--- src/param_bank_pkg.sv ---
// Constants for the controller status and parameter bank
//----------------------------------------------------------------------
// Notes on behaviour
//----------------------------------------------------------------------
package param_bank_pkg;

  //--------------------------------------------------------------------
  // Widths
  //--------------------------------------------------------------------
  localparam int ADDR_W = 16;
  localparam int DATA_W = 16;
  localparam int ALARM_N = 4;
  localparam logic [15:0] WORD_ZERO = 16'h0000;
  localparam logic [7:0] BYTE_ZERO = 8'h00;

  //--------------------------------------------------------------------
  // Parameter addresses
  //--------------------------------------------------------------------
  localparam logic [15:0] ADDR_FAST = 16'h004a;
  localparam logic [15:0] ADDR_DOUT_WORD = 16'h0050;
  localparam logic [15:0] ADDR_PV_MV = 16'h00cb;
  localparam logic [15:0] ADDR_TEST_EN = 16'h00cd;
  localparam logic [15:0] ADDR_BRK_TEST = 16'h00ce;
  localparam logic [15:0] ADDR_FILT_INIT = 16'h00cf;
  localparam logic [15:0] ADDR_SEG_MAX = 16'h00d3;
  localparam logic [15:0] ADDR_HOLD = 16'h0101;
  localparam logic [15:0] ADDR_BREAK = 16'h0102;
  localparam logic [15:0] ADDR_POWER = 16'h0103;
  localparam logic [15:0] ADDR_LOOP = 16'h0107;
  localparam logic [15:0] ADDR_INTEG = 16'h0108;
  localparam logic [15:0] ADDR_ALARM_ACK = 16'h0112;
  localparam logic [15:0] ADDR_RAMP_ACT = 16'h0113;
  localparam logic [15:0] ADDR_RAMP_DONE = 16'h0115;
  localparam logic [15:0] ADDR_HOLDBACK = 16'h0116;
  localparam logic [15:0] ADDR_KEYS = 16'h0117;
  localparam logic [15:0] ADDR_REMOTE = 16'h0118;
  localparam logic [15:0] ADDR_SYNC = 16'h0119;
  localparam logic [15:0] ADDR_DC_FAULT = 16'h011b;
  localparam logic [15:0] ADDR_IN_MAX = 16'h0224;
  localparam logic [15:0] ADDR_IN_MIN = 16'h0225;
  localparam logic [15:0] ADDR_SPAN = 16'h0228;

  //--------------------------------------------------------------------
  // Fast status byte layout
  //--------------------------------------------------------------------
  localparam int FB_ALARM = 0;
  localparam int FB_MANUAL = 4;
  localparam int FB_BREAK = 5;
  localparam int FB_LOOP = 6;
  localparam int FB_HEATER = 7;

  //--------------------------------------------------------------------
  // Defaults
  //--------------------------------------------------------------------
  localparam int SEG_MAX_DEFAULT = 16;
  localparam int DOUT_N_DEFAULT = 4;

endpackage

--- src/controller_status_param_bank.sv ---
// Status flags, comms-only parameters and fast status byte
`timescale 1ns/1ns
`default_nettype none

module controller_status_param_bank #(
  parameter int SEG_MAX = param_bank_pkg::SEG_MAX_DEFAULT,
  parameter int DOUT_N = param_bank_pkg::DOUT_N_DEFAULT
) (
  // Clock and reset
  input wire logic i_sys_clk,
  input wire logic i_resetn,
  // Parameter access
  input wire logic i_req,
  input wire logic i_wr,
  input wire logic [15:0] i_addr,
  input wire logic [15:0] i_wdata,
  output logic o_ack,
  output logic o_err,
  output logic [15:0] o_rdata,
  // Fast status read
  input wire logic i_fast_req,
  output logic o_fast_ack,
  output logic [7:0] o_fast_status,
  // Controller conditions
  input wire logic [3:0] i_alarm,
  input wire logic i_manual,
  input wire logic i_sensor_break,
  input wire logic i_test_break,
  input wire logic i_power_fail,
  input wire logic i_loop_break,
  input wire logic i_integral_hold,
  input wire logic i_ramp_active,
  input wire logic i_ramp_done,
  input wire logic i_remote_fault,
  input wire logic i_sync_wait,
  input wire logic i_remote_dc_fault,
  input wire logic i_heater_fail,
  input wire logic [15:0] i_input_max,
  input wire logic [15:0] i_input_min,
  input wire logic [15:0] i_target_span,
  input wire logic [DOUT_N-1:0] i_dout_unassigned,
  // Controls to the controller
  output logic [15:0] o_pv_mv,
  output logic o_test_point_en,
  output logic o_break_from_test,
  output logic o_filter_init,
  output logic o_control_hold,
  output logic o_alarm_ack,
  output logic o_holdback_off,
  output logic o_keypad_lock,
  output logic [DOUT_N-1:0] o_dout
);

  //--------------------------------------------------------------------
  // State
  //--------------------------------------------------------------------
  typedef struct packed {
    logic [3:0] snap_alarm;
    logic snap_manual;
    logic snap_break;
    logic snap_power;
    logic snap_loop;
    logic snap_integ;
    logic snap_ramp_act;
    logic snap_ramp_done;
    logic snap_remote;
    logic snap_sync;
    logic snap_dc_fault;
    logic snap_heater;
    logic [15:0] snap_max;
    logic [15:0] snap_min;
    logic [15:0] snap_span;
    logic ack;
    logic err;
    logic [15:0] rdata;
    logic fast_ack;
    logic [7:0] fast_byte;
    logic [15:0] pv_mv;
    logic test_en;
    logic brk_test;
    logic filt_init;
    logic hold;
    logic alarm_ack;
    logic holdback_off;
    logic keys_off;
    logic [DOUT_N-1:0] dout;
  } state_s;

  localparam logic [15:0] SEG_MAX_WORD = 16'(SEG_MAX);

  state_s st_reg;
  state_s st_next;

  // A one-bit flag read back as a full word
  function automatic logic [15:0] flag_word(input logic b);
    flag_word = {15'h0000, b};
  endfunction

  // Pack the fast byte from one snapshot so every bit is coherent
  function automatic logic [7:0] pack_fast(input state_s s);
    logic [7:0] f;
    f = param_bank_pkg::BYTE_ZERO;
    f[param_bank_pkg::FB_ALARM +: param_bank_pkg::ALARM_N] =
      s.snap_alarm;
    f[param_bank_pkg::FB_MANUAL] = s.snap_manual;
    f[param_bank_pkg::FB_BREAK] = s.snap_break;
    f[param_bank_pkg::FB_LOOP] = s.snap_loop;
    f[param_bank_pkg::FB_HEATER] = s.snap_heater;
    pack_fast = f;
  endfunction

  logic wr_hit;
  logic rd_hit;
  assign wr_hit = i_req & i_wr;
  assign rd_hit = i_req & ~i_wr;

  //--------------------------------------------------------------------
  // Next state
  //--------------------------------------------------------------------
  always_comb begin
    st_next = st_reg;
    // Snapshot all conditions together; reads see one sample
    st_next.snap_alarm = i_alarm;
    st_next.snap_manual = i_manual;
    // Break source chosen here so flag and fast bit always agree
    st_next.snap_break = st_reg.brk_test ? i_test_break
                                         : i_sensor_break;
    // Power fail is sticky until reset
    st_next.snap_power = st_reg.snap_power | i_power_fail;
    st_next.snap_loop = i_loop_break;
    st_next.snap_integ = i_integral_hold;
    st_next.snap_ramp_act = i_ramp_active;
    st_next.snap_ramp_done = i_ramp_done;
    st_next.snap_remote = i_remote_fault;
    st_next.snap_sync = i_sync_wait;
    st_next.snap_dc_fault = i_remote_dc_fault;
    st_next.snap_heater = i_heater_fail;
    st_next.snap_max = i_input_max;
    st_next.snap_min = i_input_min;
    st_next.snap_span = i_target_span;
    st_next.fast_byte = pack_fast(st_reg);
    st_next.fast_ack = i_fast_req;
    st_next.alarm_ack = 1'b0;
    st_next.ack = i_req;
    st_next.err = 1'b0;
    st_next.rdata = param_bank_pkg::WORD_ZERO;

    if (rd_hit) begin
      case (i_addr)
        param_bank_pkg::ADDR_FAST:
          st_next.rdata = {8'h00, pack_fast(st_reg)};
        param_bank_pkg::ADDR_DOUT_WORD:
          st_next.rdata = 16'(st_reg.dout);
        param_bank_pkg::ADDR_PV_MV:
          st_next.rdata = st_reg.pv_mv;
        param_bank_pkg::ADDR_TEST_EN:
          st_next.rdata = flag_word(st_reg.test_en);
        param_bank_pkg::ADDR_BRK_TEST:
          st_next.rdata = flag_word(st_reg.brk_test);
        param_bank_pkg::ADDR_FILT_INIT:
          st_next.rdata = flag_word(st_reg.filt_init);
        param_bank_pkg::ADDR_SEG_MAX:
          st_next.rdata = SEG_MAX_WORD;
        param_bank_pkg::ADDR_HOLD:
          st_next.rdata = flag_word(st_reg.hold);
        param_bank_pkg::ADDR_BREAK:
          st_next.rdata = flag_word(st_reg.snap_break);
        param_bank_pkg::ADDR_POWER:
          st_next.rdata = flag_word(st_reg.snap_power);
        param_bank_pkg::ADDR_LOOP:
          st_next.rdata = flag_word(st_reg.snap_loop);
        param_bank_pkg::ADDR_INTEG:
          st_next.rdata = flag_word(st_reg.snap_integ);
        // Acknowledge is a one-shot; it reads back the normal state
        param_bank_pkg::ADDR_ALARM_ACK:
          st_next.rdata = param_bank_pkg::WORD_ZERO;
        param_bank_pkg::ADDR_RAMP_ACT:
          st_next.rdata = flag_word(st_reg.snap_ramp_act);
        param_bank_pkg::ADDR_RAMP_DONE:
          st_next.rdata = flag_word(st_reg.snap_ramp_done);
        param_bank_pkg::ADDR_HOLDBACK:
          st_next.rdata = flag_word(st_reg.holdback_off);
        param_bank_pkg::ADDR_KEYS:
          st_next.rdata = flag_word(st_reg.keys_off);
        param_bank_pkg::ADDR_REMOTE:
          st_next.rdata = flag_word(st_reg.snap_remote);
        param_bank_pkg::ADDR_SYNC:
          st_next.rdata = flag_word(st_reg.snap_sync);
        param_bank_pkg::ADDR_DC_FAULT:
          st_next.rdata = flag_word(st_reg.snap_dc_fault);
        param_bank_pkg::ADDR_IN_MAX:
          st_next.rdata = st_reg.snap_max;
        param_bank_pkg::ADDR_IN_MIN:
          st_next.rdata = st_reg.snap_min;
        param_bank_pkg::ADDR_SPAN:
          st_next.rdata = st_reg.snap_span;
        default:
          st_next.err = 1'b1;
      endcase
    end

    if (wr_hit) begin
      case (i_addr)
        param_bank_pkg::ADDR_PV_MV:
          st_next.pv_mv = i_wdata;
        param_bank_pkg::ADDR_TEST_EN:
          st_next.test_en = i_wdata[0];
        param_bank_pkg::ADDR_BRK_TEST:
          st_next.brk_test = i_wdata[0];
        param_bank_pkg::ADDR_FILT_INIT:
          st_next.filt_init = i_wdata[0];
        param_bank_pkg::ADDR_HOLD:
          st_next.hold = i_wdata[0];
        param_bank_pkg::ADDR_ALARM_ACK:
          st_next.alarm_ack = i_wdata[0];
        param_bank_pkg::ADDR_HOLDBACK:
          st_next.holdback_off = i_wdata[0];
        param_bank_pkg::ADDR_KEYS:
          st_next.keys_off = i_wdata[0];
        // Outputs with a configured function keep their value
        param_bank_pkg::ADDR_DOUT_WORD:
          st_next.dout = (st_reg.dout & ~i_dout_unassigned) |
                         (i_wdata[DOUT_N-1:0] &
                          i_dout_unassigned);
        // Status words and read-only flags refuse writes
        default:
          st_next.err = 1'b1;
      endcase
    end
  end

  //--------------------------------------------------------------------
  // Registers
  //--------------------------------------------------------------------
  always_ff @(posedge i_sys_clk) begin
    if (!i_resetn) begin
      st_reg <= '0;
    end else begin
      st_reg <= st_next;
    end
  end

  //--------------------------------------------------------------------
  // Outputs
  //--------------------------------------------------------------------
  assign o_ack = st_reg.ack;
  assign o_err = st_reg.err;
  assign o_rdata = st_reg.rdata;
  assign o_fast_ack = st_reg.fast_ack;
  assign o_fast_status = st_reg.fast_byte;
  assign o_pv_mv = st_reg.pv_mv;
  assign o_test_point_en = st_reg.test_en;
  assign o_break_from_test = st_reg.brk_test;
  assign o_filter_init = st_reg.filt_init;
  assign o_control_hold = st_reg.hold;
  assign o_alarm_ack = st_reg.alarm_ack;
  assign o_holdback_off = st_reg.holdback_off;
  assign o_keypad_lock = st_reg.keys_off;
  assign o_dout = st_reg.dout;

  //--------------------------------------------------------------------
  // Checks
  //--------------------------------------------------------------------
  a_seg_max_read: assert property (
    @(posedge i_sys_clk) disable iff (!i_resetn)
    rd_hit && i_addr == param_bank_pkg::ADDR_SEG_MAX
    |=> o_ack && o_rdata == SEG_MAX_WORD && !o_err)
    else $error("segment maximum read wrong");

  a_seg_max_write: assert property (
    @(posedge i_sys_clk) disable iff (!i_resetn)
    wr_hit && i_addr == param_bank_pkg::ADDR_SEG_MAX
    |=> o_ack && o_err)
    else $error("write to segment maximum not refused");

  a_test_en_write: assert property (
    @(posedge i_sys_clk) disable iff (!i_resetn)
    wr_hit && i_addr == param_bank_pkg::ADDR_TEST_EN
    |=> o_test_point_en == $past(i_wdata[0]))
    else $error("test point enable not stored");

  a_break_source: assert property (
    @(posedge i_sys_clk) disable iff (!i_resetn)
    $past(i_resetn) && rd_hit && i_addr == param_bank_pkg::ADDR_BREAK
    ##1 o_ack
    |-> o_rdata == flag_word($past(o_break_from_test, 2) ?
         $past(i_test_break, 2) : $past(i_sensor_break, 2)))
    else $error("sensor break flag from wrong source");

  a_power_sticky: assert property (
    @(posedge i_sys_clk) disable iff (!i_resetn)
    !$fell(st_reg.snap_power))
    else $error("power fail flag cleared");

  a_alarm_ack_pulse: assert property (
    @(posedge i_sys_clk) disable iff (!i_resetn)
    wr_hit && i_addr == param_bank_pkg::ADDR_ALARM_ACK && i_wdata[0]
    |=> o_alarm_ack ##1 (!o_alarm_ack || $past(wr_hit)))
    else $error("alarm acknowledge pulse wrong");

  a_fast_alarms: assert property (
    @(posedge i_sys_clk) disable iff (!i_resetn)
    $past(i_resetn) && i_fast_req ##1 o_fast_ack
    |-> o_fast_status[3:0] == $past(i_alarm, 2))
    else $error("fast byte alarm bits wrong");

  a_fast_same_read: assert property (
    @(posedge i_sys_clk) disable iff (!i_resetn)
    rd_hit && i_addr == param_bank_pkg::ADDR_FAST
    |=> o_rdata == {8'h00, o_fast_status})
    else $error("fast byte read differs from fast status");

  a_dout_gated: assert property (
    @(posedge i_sys_clk) disable iff (!i_resetn)
    ##1 ((o_dout ^ $past(o_dout)) & ~$past(i_dout_unassigned)) == '0)
    else $error("assigned digital output changed");

  a_ramp_done_read: assert property (
    @(posedge i_sys_clk) disable iff (!i_resetn)
    $past(i_resetn) && rd_hit &&
    i_addr == param_bank_pkg::ADDR_RAMP_DONE
    |=> o_rdata == flag_word($past(i_ramp_done, 2)))
    else $error("ramp complete flag wrong");

  // Snapshot reads are only judged once a real sample has been taken
  a_loop_flag_read: assert property (
    @(posedge i_sys_clk) disable iff (!i_resetn)
    $past(i_resetn) && rd_hit && i_addr == param_bank_pkg::ADDR_LOOP
    |=> o_rdata == flag_word($past(i_loop_break, 2)))
    else $error("loop break flag wrong");

  a_integ_flag_read: assert property (
    @(posedge i_sys_clk) disable iff (!i_resetn)
    $past(i_resetn) && rd_hit && i_addr == param_bank_pkg::ADDR_INTEG
    |=> o_rdata == flag_word($past(i_integral_hold, 2)))
    else $error("integral hold flag wrong");

  a_dc_fault_read: assert property (
    @(posedge i_sys_clk) disable iff (!i_resetn)
    $past(i_resetn) && rd_hit && i_addr == param_bank_pkg::ADDR_DC_FAULT
    |=> o_rdata == flag_word($past(i_remote_dc_fault, 2)))
    else $error("remote input fault flag wrong");

  a_in_max_read: assert property (
    @(posedge i_sys_clk) disable iff (!i_resetn)
    $past(i_resetn) && rd_hit && i_addr == param_bank_pkg::ADDR_IN_MAX
    |=> o_rdata == $past(i_input_max, 2))
    else $error("maximum input value wrong");

  a_power_flag_set: assert property (
    @(posedge i_sys_clk) disable iff (!i_resetn)
    i_power_fail |=> st_reg.snap_power)
    else $error("power fail not latched");

  a_ack_reads_zero: assert property (
    @(posedge i_sys_clk) disable iff (!i_resetn)
    rd_hit && i_addr == param_bank_pkg::ADDR_ALARM_ACK
    |=> o_rdata == param_bank_pkg::WORD_ZERO && !o_err)
    else $error("acknowledge reads back non-zero");

  a_fast_manual: assert property (
    @(posedge i_sys_clk) disable iff (!i_resetn)
    $past(i_resetn)
    |=> o_fast_status[param_bank_pkg::FB_MANUAL] == $past(i_manual, 2))
    else $error("fast byte manual bit wrong");

  a_fast_break_loop: assert property (
    @(posedge i_sys_clk) disable iff (!i_resetn)
    $past(i_resetn)
    |=> o_fast_status[param_bank_pkg::FB_LOOP] == $past(i_loop_break, 2)
     && o_fast_status[param_bank_pkg::FB_BREAK] ==
        ($past(o_break_from_test, 2) ? $past(i_test_break, 2)
                                     : $past(i_sensor_break, 2)))
    else $error("fast byte break bits wrong");

  a_fast_heater: assert property (
    @(posedge i_sys_clk) disable iff (!i_resetn)
    $past(i_resetn)
    |=> o_fast_status[param_bank_pkg::FB_HEATER] == $past(i_heater_fail, 2))
    else $error("fast byte heater bit wrong");

endmodule

`default_nettype wire

--- config.mk ---
export PLATFORM = sky130hd
export DESIGN_NAME = controller_status_param_bank
export DESIGN_NICKNAME = d
export VERILOG_FILES = /design/src/param_bank_pkg.sv /design/src/controller_status_param_bank.sv
export SDC_FILE = /design/constraint.sdc
export NUM_CORES = 1
export LEC_CHECK = 0
export BUFFER_PORTS_ARGS = -buffer_cell sky130_fd_sc_hd__buf_4
export CAP_MARGIN = 20
export CORE_UTILIZATION = 50
export DETAILED_ROUTE_END_ITERATION = 6
export MAX_ROUTING_LAYER = met4
export PLACE_DENSITY = 0.79
export SLEW_MARGIN = 20
export SYNTH_ARGS = -nofsm -noshare
export SYNTH_HDL_FRONTEND = slang
export SYNTH_SLANG_ARGS = --single-unit
--- constraint.sdc ---
create_clock -name i_sys_clk -period 2.35 [get_ports i_sys_clk]
set_input_delay 0.235 -clock i_sys_clk [delete_from_list [all_inputs] [get_ports i_sys_clk]]
set_output_delay 0.235 -clock i_sys_clk [all_outputs]
set_load 0.01 [all_outputs]
After elaboration in Yosys (flattened, before gate mapping)
Index checks and enable logic that the tools add are counted.

cells by class
  equality and inequality tests = 23
  mux-type cells = 6
  bitwise operators = 8
  reductions and logical operators = 12

operator list
  cell                    count
  $pmux W16 S22           1
  $eq A16 B9 Y1 const B   13
  $eq A16 B8 Y1 const B   5
  $eq A16 B10 Y1 const B  3
  $eq A16 B7 Y1 const B   2
  $reduce_or A23 Y1       1
  $reduce_and A2 Y1       9
  $mux W17                1
  $reduce_or A9 Y1        1
  $and A4 B4 Y4           2
  $mux W1                 4
  $not A4 Y4              1
  $or A4 B4 Y4            1
  $reduce_and A3 Y1       1
  $and A1 B1 Y1           2
  $not A1 Y1              1
  $or A1 B1 Y1            1

word-level totals
  register bits = 117
  input bits = 105
  output and inout port bits = 54
  logic and storage cells = 78

Logic depth before layout (Yosys ltp)
  depth after elaboration = 6
  gate-level depth with buffers = 9

Worst setup path after synthesis
No wires, ideal clock.

  path kind = input-to-reg
  from = in i_addr[11]
  to = reg st_reg (netlist bit o_rdata[6])
  library setup time = 66 ps
  arrival = 2065 ps
  data required time = 2284 ps
  slack = 219 ps
  stages = 7
  cells stage by stage = or4_4 or3_1 buf_6 nor4_4 buf_4 a22oi_1 a21oi_2

between the ends
  cells in the longest elaborated chain, start to end = 2

ends and longest elaborated chain
  what                                    RTL line                             RTL
  start, declared                         controller_status_param_bank.sv:15   input wire logic [15:0] i_addr,
  $eq A16 B10 Y1 (tied with other cells)  controller_status_param_bank.sv:149  case (i_addr)
  $pmux W16 S22 (*)                       controller_status_param_bank.sv:149
  end signal, assigned                    controller_status_param_bank.sv:239  st_reg <= st_next;
  end, declared                           controller_status_param_bank.sv:91   state_s st_reg;

Mark *: on every way between the ends. The rest lies on a longest branch, timed or not.
A chain may end at the register's enable or synchronous reset.

Worst setup path after layout
  from = in i_addr[11]
  to = reg st_reg (netlist bit o_rdata[0])

Same word-level chain as after synthesis.

==> impl_metrics.json <==
{
  "synth_cell_type_count": 52,
  "overflow": 0,
  "hold_buffers": 81,
  "rsz0062_at_grt": "false",
  "drt-initial-drc-count": 297,
  "hp-class": "in2reg",
  "ys.flop_type": "dfxtp_1",
  "drive_above_1_share_pct": 33.7,
  "final_nets": 819,
  "finalInstanceArea_um2": 7350,
  "dr_total_vias": 4508,
  "clockBufferDepth": 2,
  "yosysSeqAreaShare_pct": 48.8,
  "period_share_pct": 81.1,
  "fmax_mhz": 525,
  "cp-start-kind": "primary input",
  "r2r_start": "o_break_from_test",
  "wl_per_cell_um": 18.0,
  "power.leakage_nw": 3.02,
  "place_hpwl_um": 9410,
  "viasPerCell": 5.27,
  "async_flop_share_pct": 0,
  "syn_avg_cell_area_um2": 9.76,
  "cts.htree.levels": 4,
  "core-area_um2": 9280,
  "timing.rr.end": "o_rdata[0]",
  "ir_drop_uv": 568,
  "fin_util_pct": 79.2,
  "port-buffer-count": 158,
  "crit_buf_inv": 2,
  "cts_tree": "yes",
  "drv_cap": 0,
  "cpPeakStageDelay_ps": 530,
  "fin_ws_ps": 445,
  "grt_max_degree": 59,
  "pwr-share-clk_pct": 50.7,
  "antenna_found_initial": 0,
  "crit_slowest_cell": "or4_4",
  "reg2reg_slack_ps": 820,
  "arrival_ps": 2330,
  "synth_area_leader_cell": "dfxtp_1",
  "wirelength_um": 15400,
  "grt_use_total_pct": 32.5,
  "switchingPower_mw": 1.15,
  "cts_setup_buffers": 0,
  "status": "finished with violations",
  "clkTransAtPathRegs_ps": 60,
  "fillers": 581,
  "hold_path_depth": 3,
  "synthTopCellsByCount": "dfxtp_1 (117), and2_1 (73), nand2_1 (48)",
  "rows": 35,
  "dr.pass1.iters": 7,
  "syn_nets": 597,
  "cts_resized": 0,
  "largest_reg_flops": 55,
  "hold_ws_ps": 23.8,
  "pwr_density_cell_nw_per_um2": 694,
  "dp_slack_ps": -38.5,
  "die_height_um": 100,
  "syn2layout_area_growth_pct": 53.1,
  "ys_ff_latch": 117,
  "die_x_um": 100,
  "grt_pass1_wl_um": 23700,
  "synth_edf_count": 0,
  "setup.worst_path.end_class": "flip-flop",
  "cts_root_buffer": "clkbuf_8",
  "seq_area_um2": 2340,
  "finalMaxSlewViolations": 0,
  "syn_inst": 492,
  "switching_share_pct": 22.5,
  "grt_pass1_vias": 4692,
  "synth_warnings": 0,
  "required_ps": 2770,
  "final.setup_skew_ps": 8.47,
  "hold_path_startpoint": "i_wdata[3]",
  "io_pins": 159,
  "critPathMostFrequentCell": "buf_4",
  "r2r_cells": 6,
  "start_util_pct": 51.7,
  "critPathMaxFanout": 5,
  "violations": "DRC",
  "min_period_ps": 1910,
  "numCtsBuffers": 17,
  "worstSetupPathType": "in2reg",
  "holdPathEnd": "o_pv_mv[3]",
  "netlist_area_um2": 4800,
  "die-area_um2": 10000,
  "cts.sinks": 117,
  "yosys.cell_count.top_type": "dfxtp_1",
  "critPathTopFamily": "simple AND/OR/NAND/NOR gates",
  "insertion_delay_ps": 520,
  "yosysTopAreaCellShare_pct": 48.8,
  "p_int_mw": 3.95,
  "tightest_slew_ps": 521,
  "gp_congestion": 0.951,
  "ant_nets": 0,
  "synth_area_leaders": "dfxtp_1 (49%), and2_1 (9.5%), buf_4 (7.3%), nand2_1 (3.8%), a21boi_0 (3.3%)",
  "path_cells": "buf_4 > or4_4 > or3_1 > buf_4 > nor3_1 > a32o_1 > a221oi_1 > a41oi_1",
  "setup_viol": 0,
  "n_antenna_cell": 0,
  "drc": 2,
  "place_area_um2": 5950,
  "power_frac_comb_pct": 8.6,
  "finalHoldViolations": 0,
  "multi_input_area_um2": 1970,
  "seqPwrFrac_pct": 40.7,
  "max-slew-margin-rel_pct": 64.8
}
-- how the worst max path moves through the flow --
stage	start	end	depth (start not counted)
floorplan	i_addr[11]	o_rdata[6]	7
global placement	i_addr[11]	o_rdata[13]	7
detailed placement	i_addr[11]	o_rdata[0]	8
CTS	i_addr[11]	o_rdata[0]	8
global route	i_addr[11]	o_rdata[0]	8
finish	i_addr[11]	o_rdata[0]	8
-- stage by stage --
stage / setup TNS (ps) / total power, mW / cells
after floorplan: 0 / 2.23 / 492
after global placement: 0 / 2.43 / 743
after detailed placement: -38.5 / 2.43 / 743
after CTS: 0 / 5.08 / 856
after global routing: 0 / 5.24 / 856
final: 0 / 5.10 / 856
-- power groups by stage --
stage | Clock (mW) | Combinational [mW] | Sequential (mW)
after floorplan | 0 | 0.123 | 2.11
after global placement | 0 | 0.311 | 2.11
after detailed placement | 0 | 0.317 | 2.12
after CTS | 2.58 | 0.427 | 2.07
after global routing | 2.69 | 0.468 | 2.08
final | 2.58 | 0.440 | 2.08
-- per-layer routing --
metal | vias to the layer above | global-route usage (%) | wire (um)
met1 | 2144 | 34.5 | 5870
li1 | 2119 | - | -
met5 | - | - | 0
met3 | 53 | 7.31 | 901
met2 | 192 | 57.6 | 8040
met4 | 0 | 14.8 | 558
-- final cells by class --
class	count	share of cell area, %
sequential	117	31.9
timing repair buffer	276	30.9
multi-input combinational	299	26.8
clock buffer	18	5.68
clock inverter	14	2.35
tap	129	2.20
inverter	3	0.153
-- tightest hold or removal path: cells and delay by family --
kind / cells / cell delay, ps
AND/OR/NAND/NOR: 1 / 60
buffers and inverters: 1 / 120
AO/OA/AOI/OAI: 1 / 70
-- cell usage in the layout, fill, tap and decap left out, types with 8 or more instances in the layout --
master	netlist	routed
a22oi_1	21	21
dfxtp_1	117	117
mux2i_1	8	8
nand2_1	48	48
a21oi_1	9	9
nor2b_1	9	9
a21boi_0	21	21
buf_4	47	195
clkbuf_16	0	16
nor2_1	11	11
nand3_1	11	11
a222oi_1	10	10
a21oi_2	10	10
and2_1	73	73
dlygate4sd3_1	0	81
-- logic make-up after synthesis --
logic type,Yosys count,synth area share (%)
AND/OR/NAND/NOR,199,24.7
flip-flops,117,48.8
AO/OA/AOI/OAI,92,14.7
buffers and inverters,76,10.1
multiplexers,8,1.67
Power figures use the tool's default switching activity.
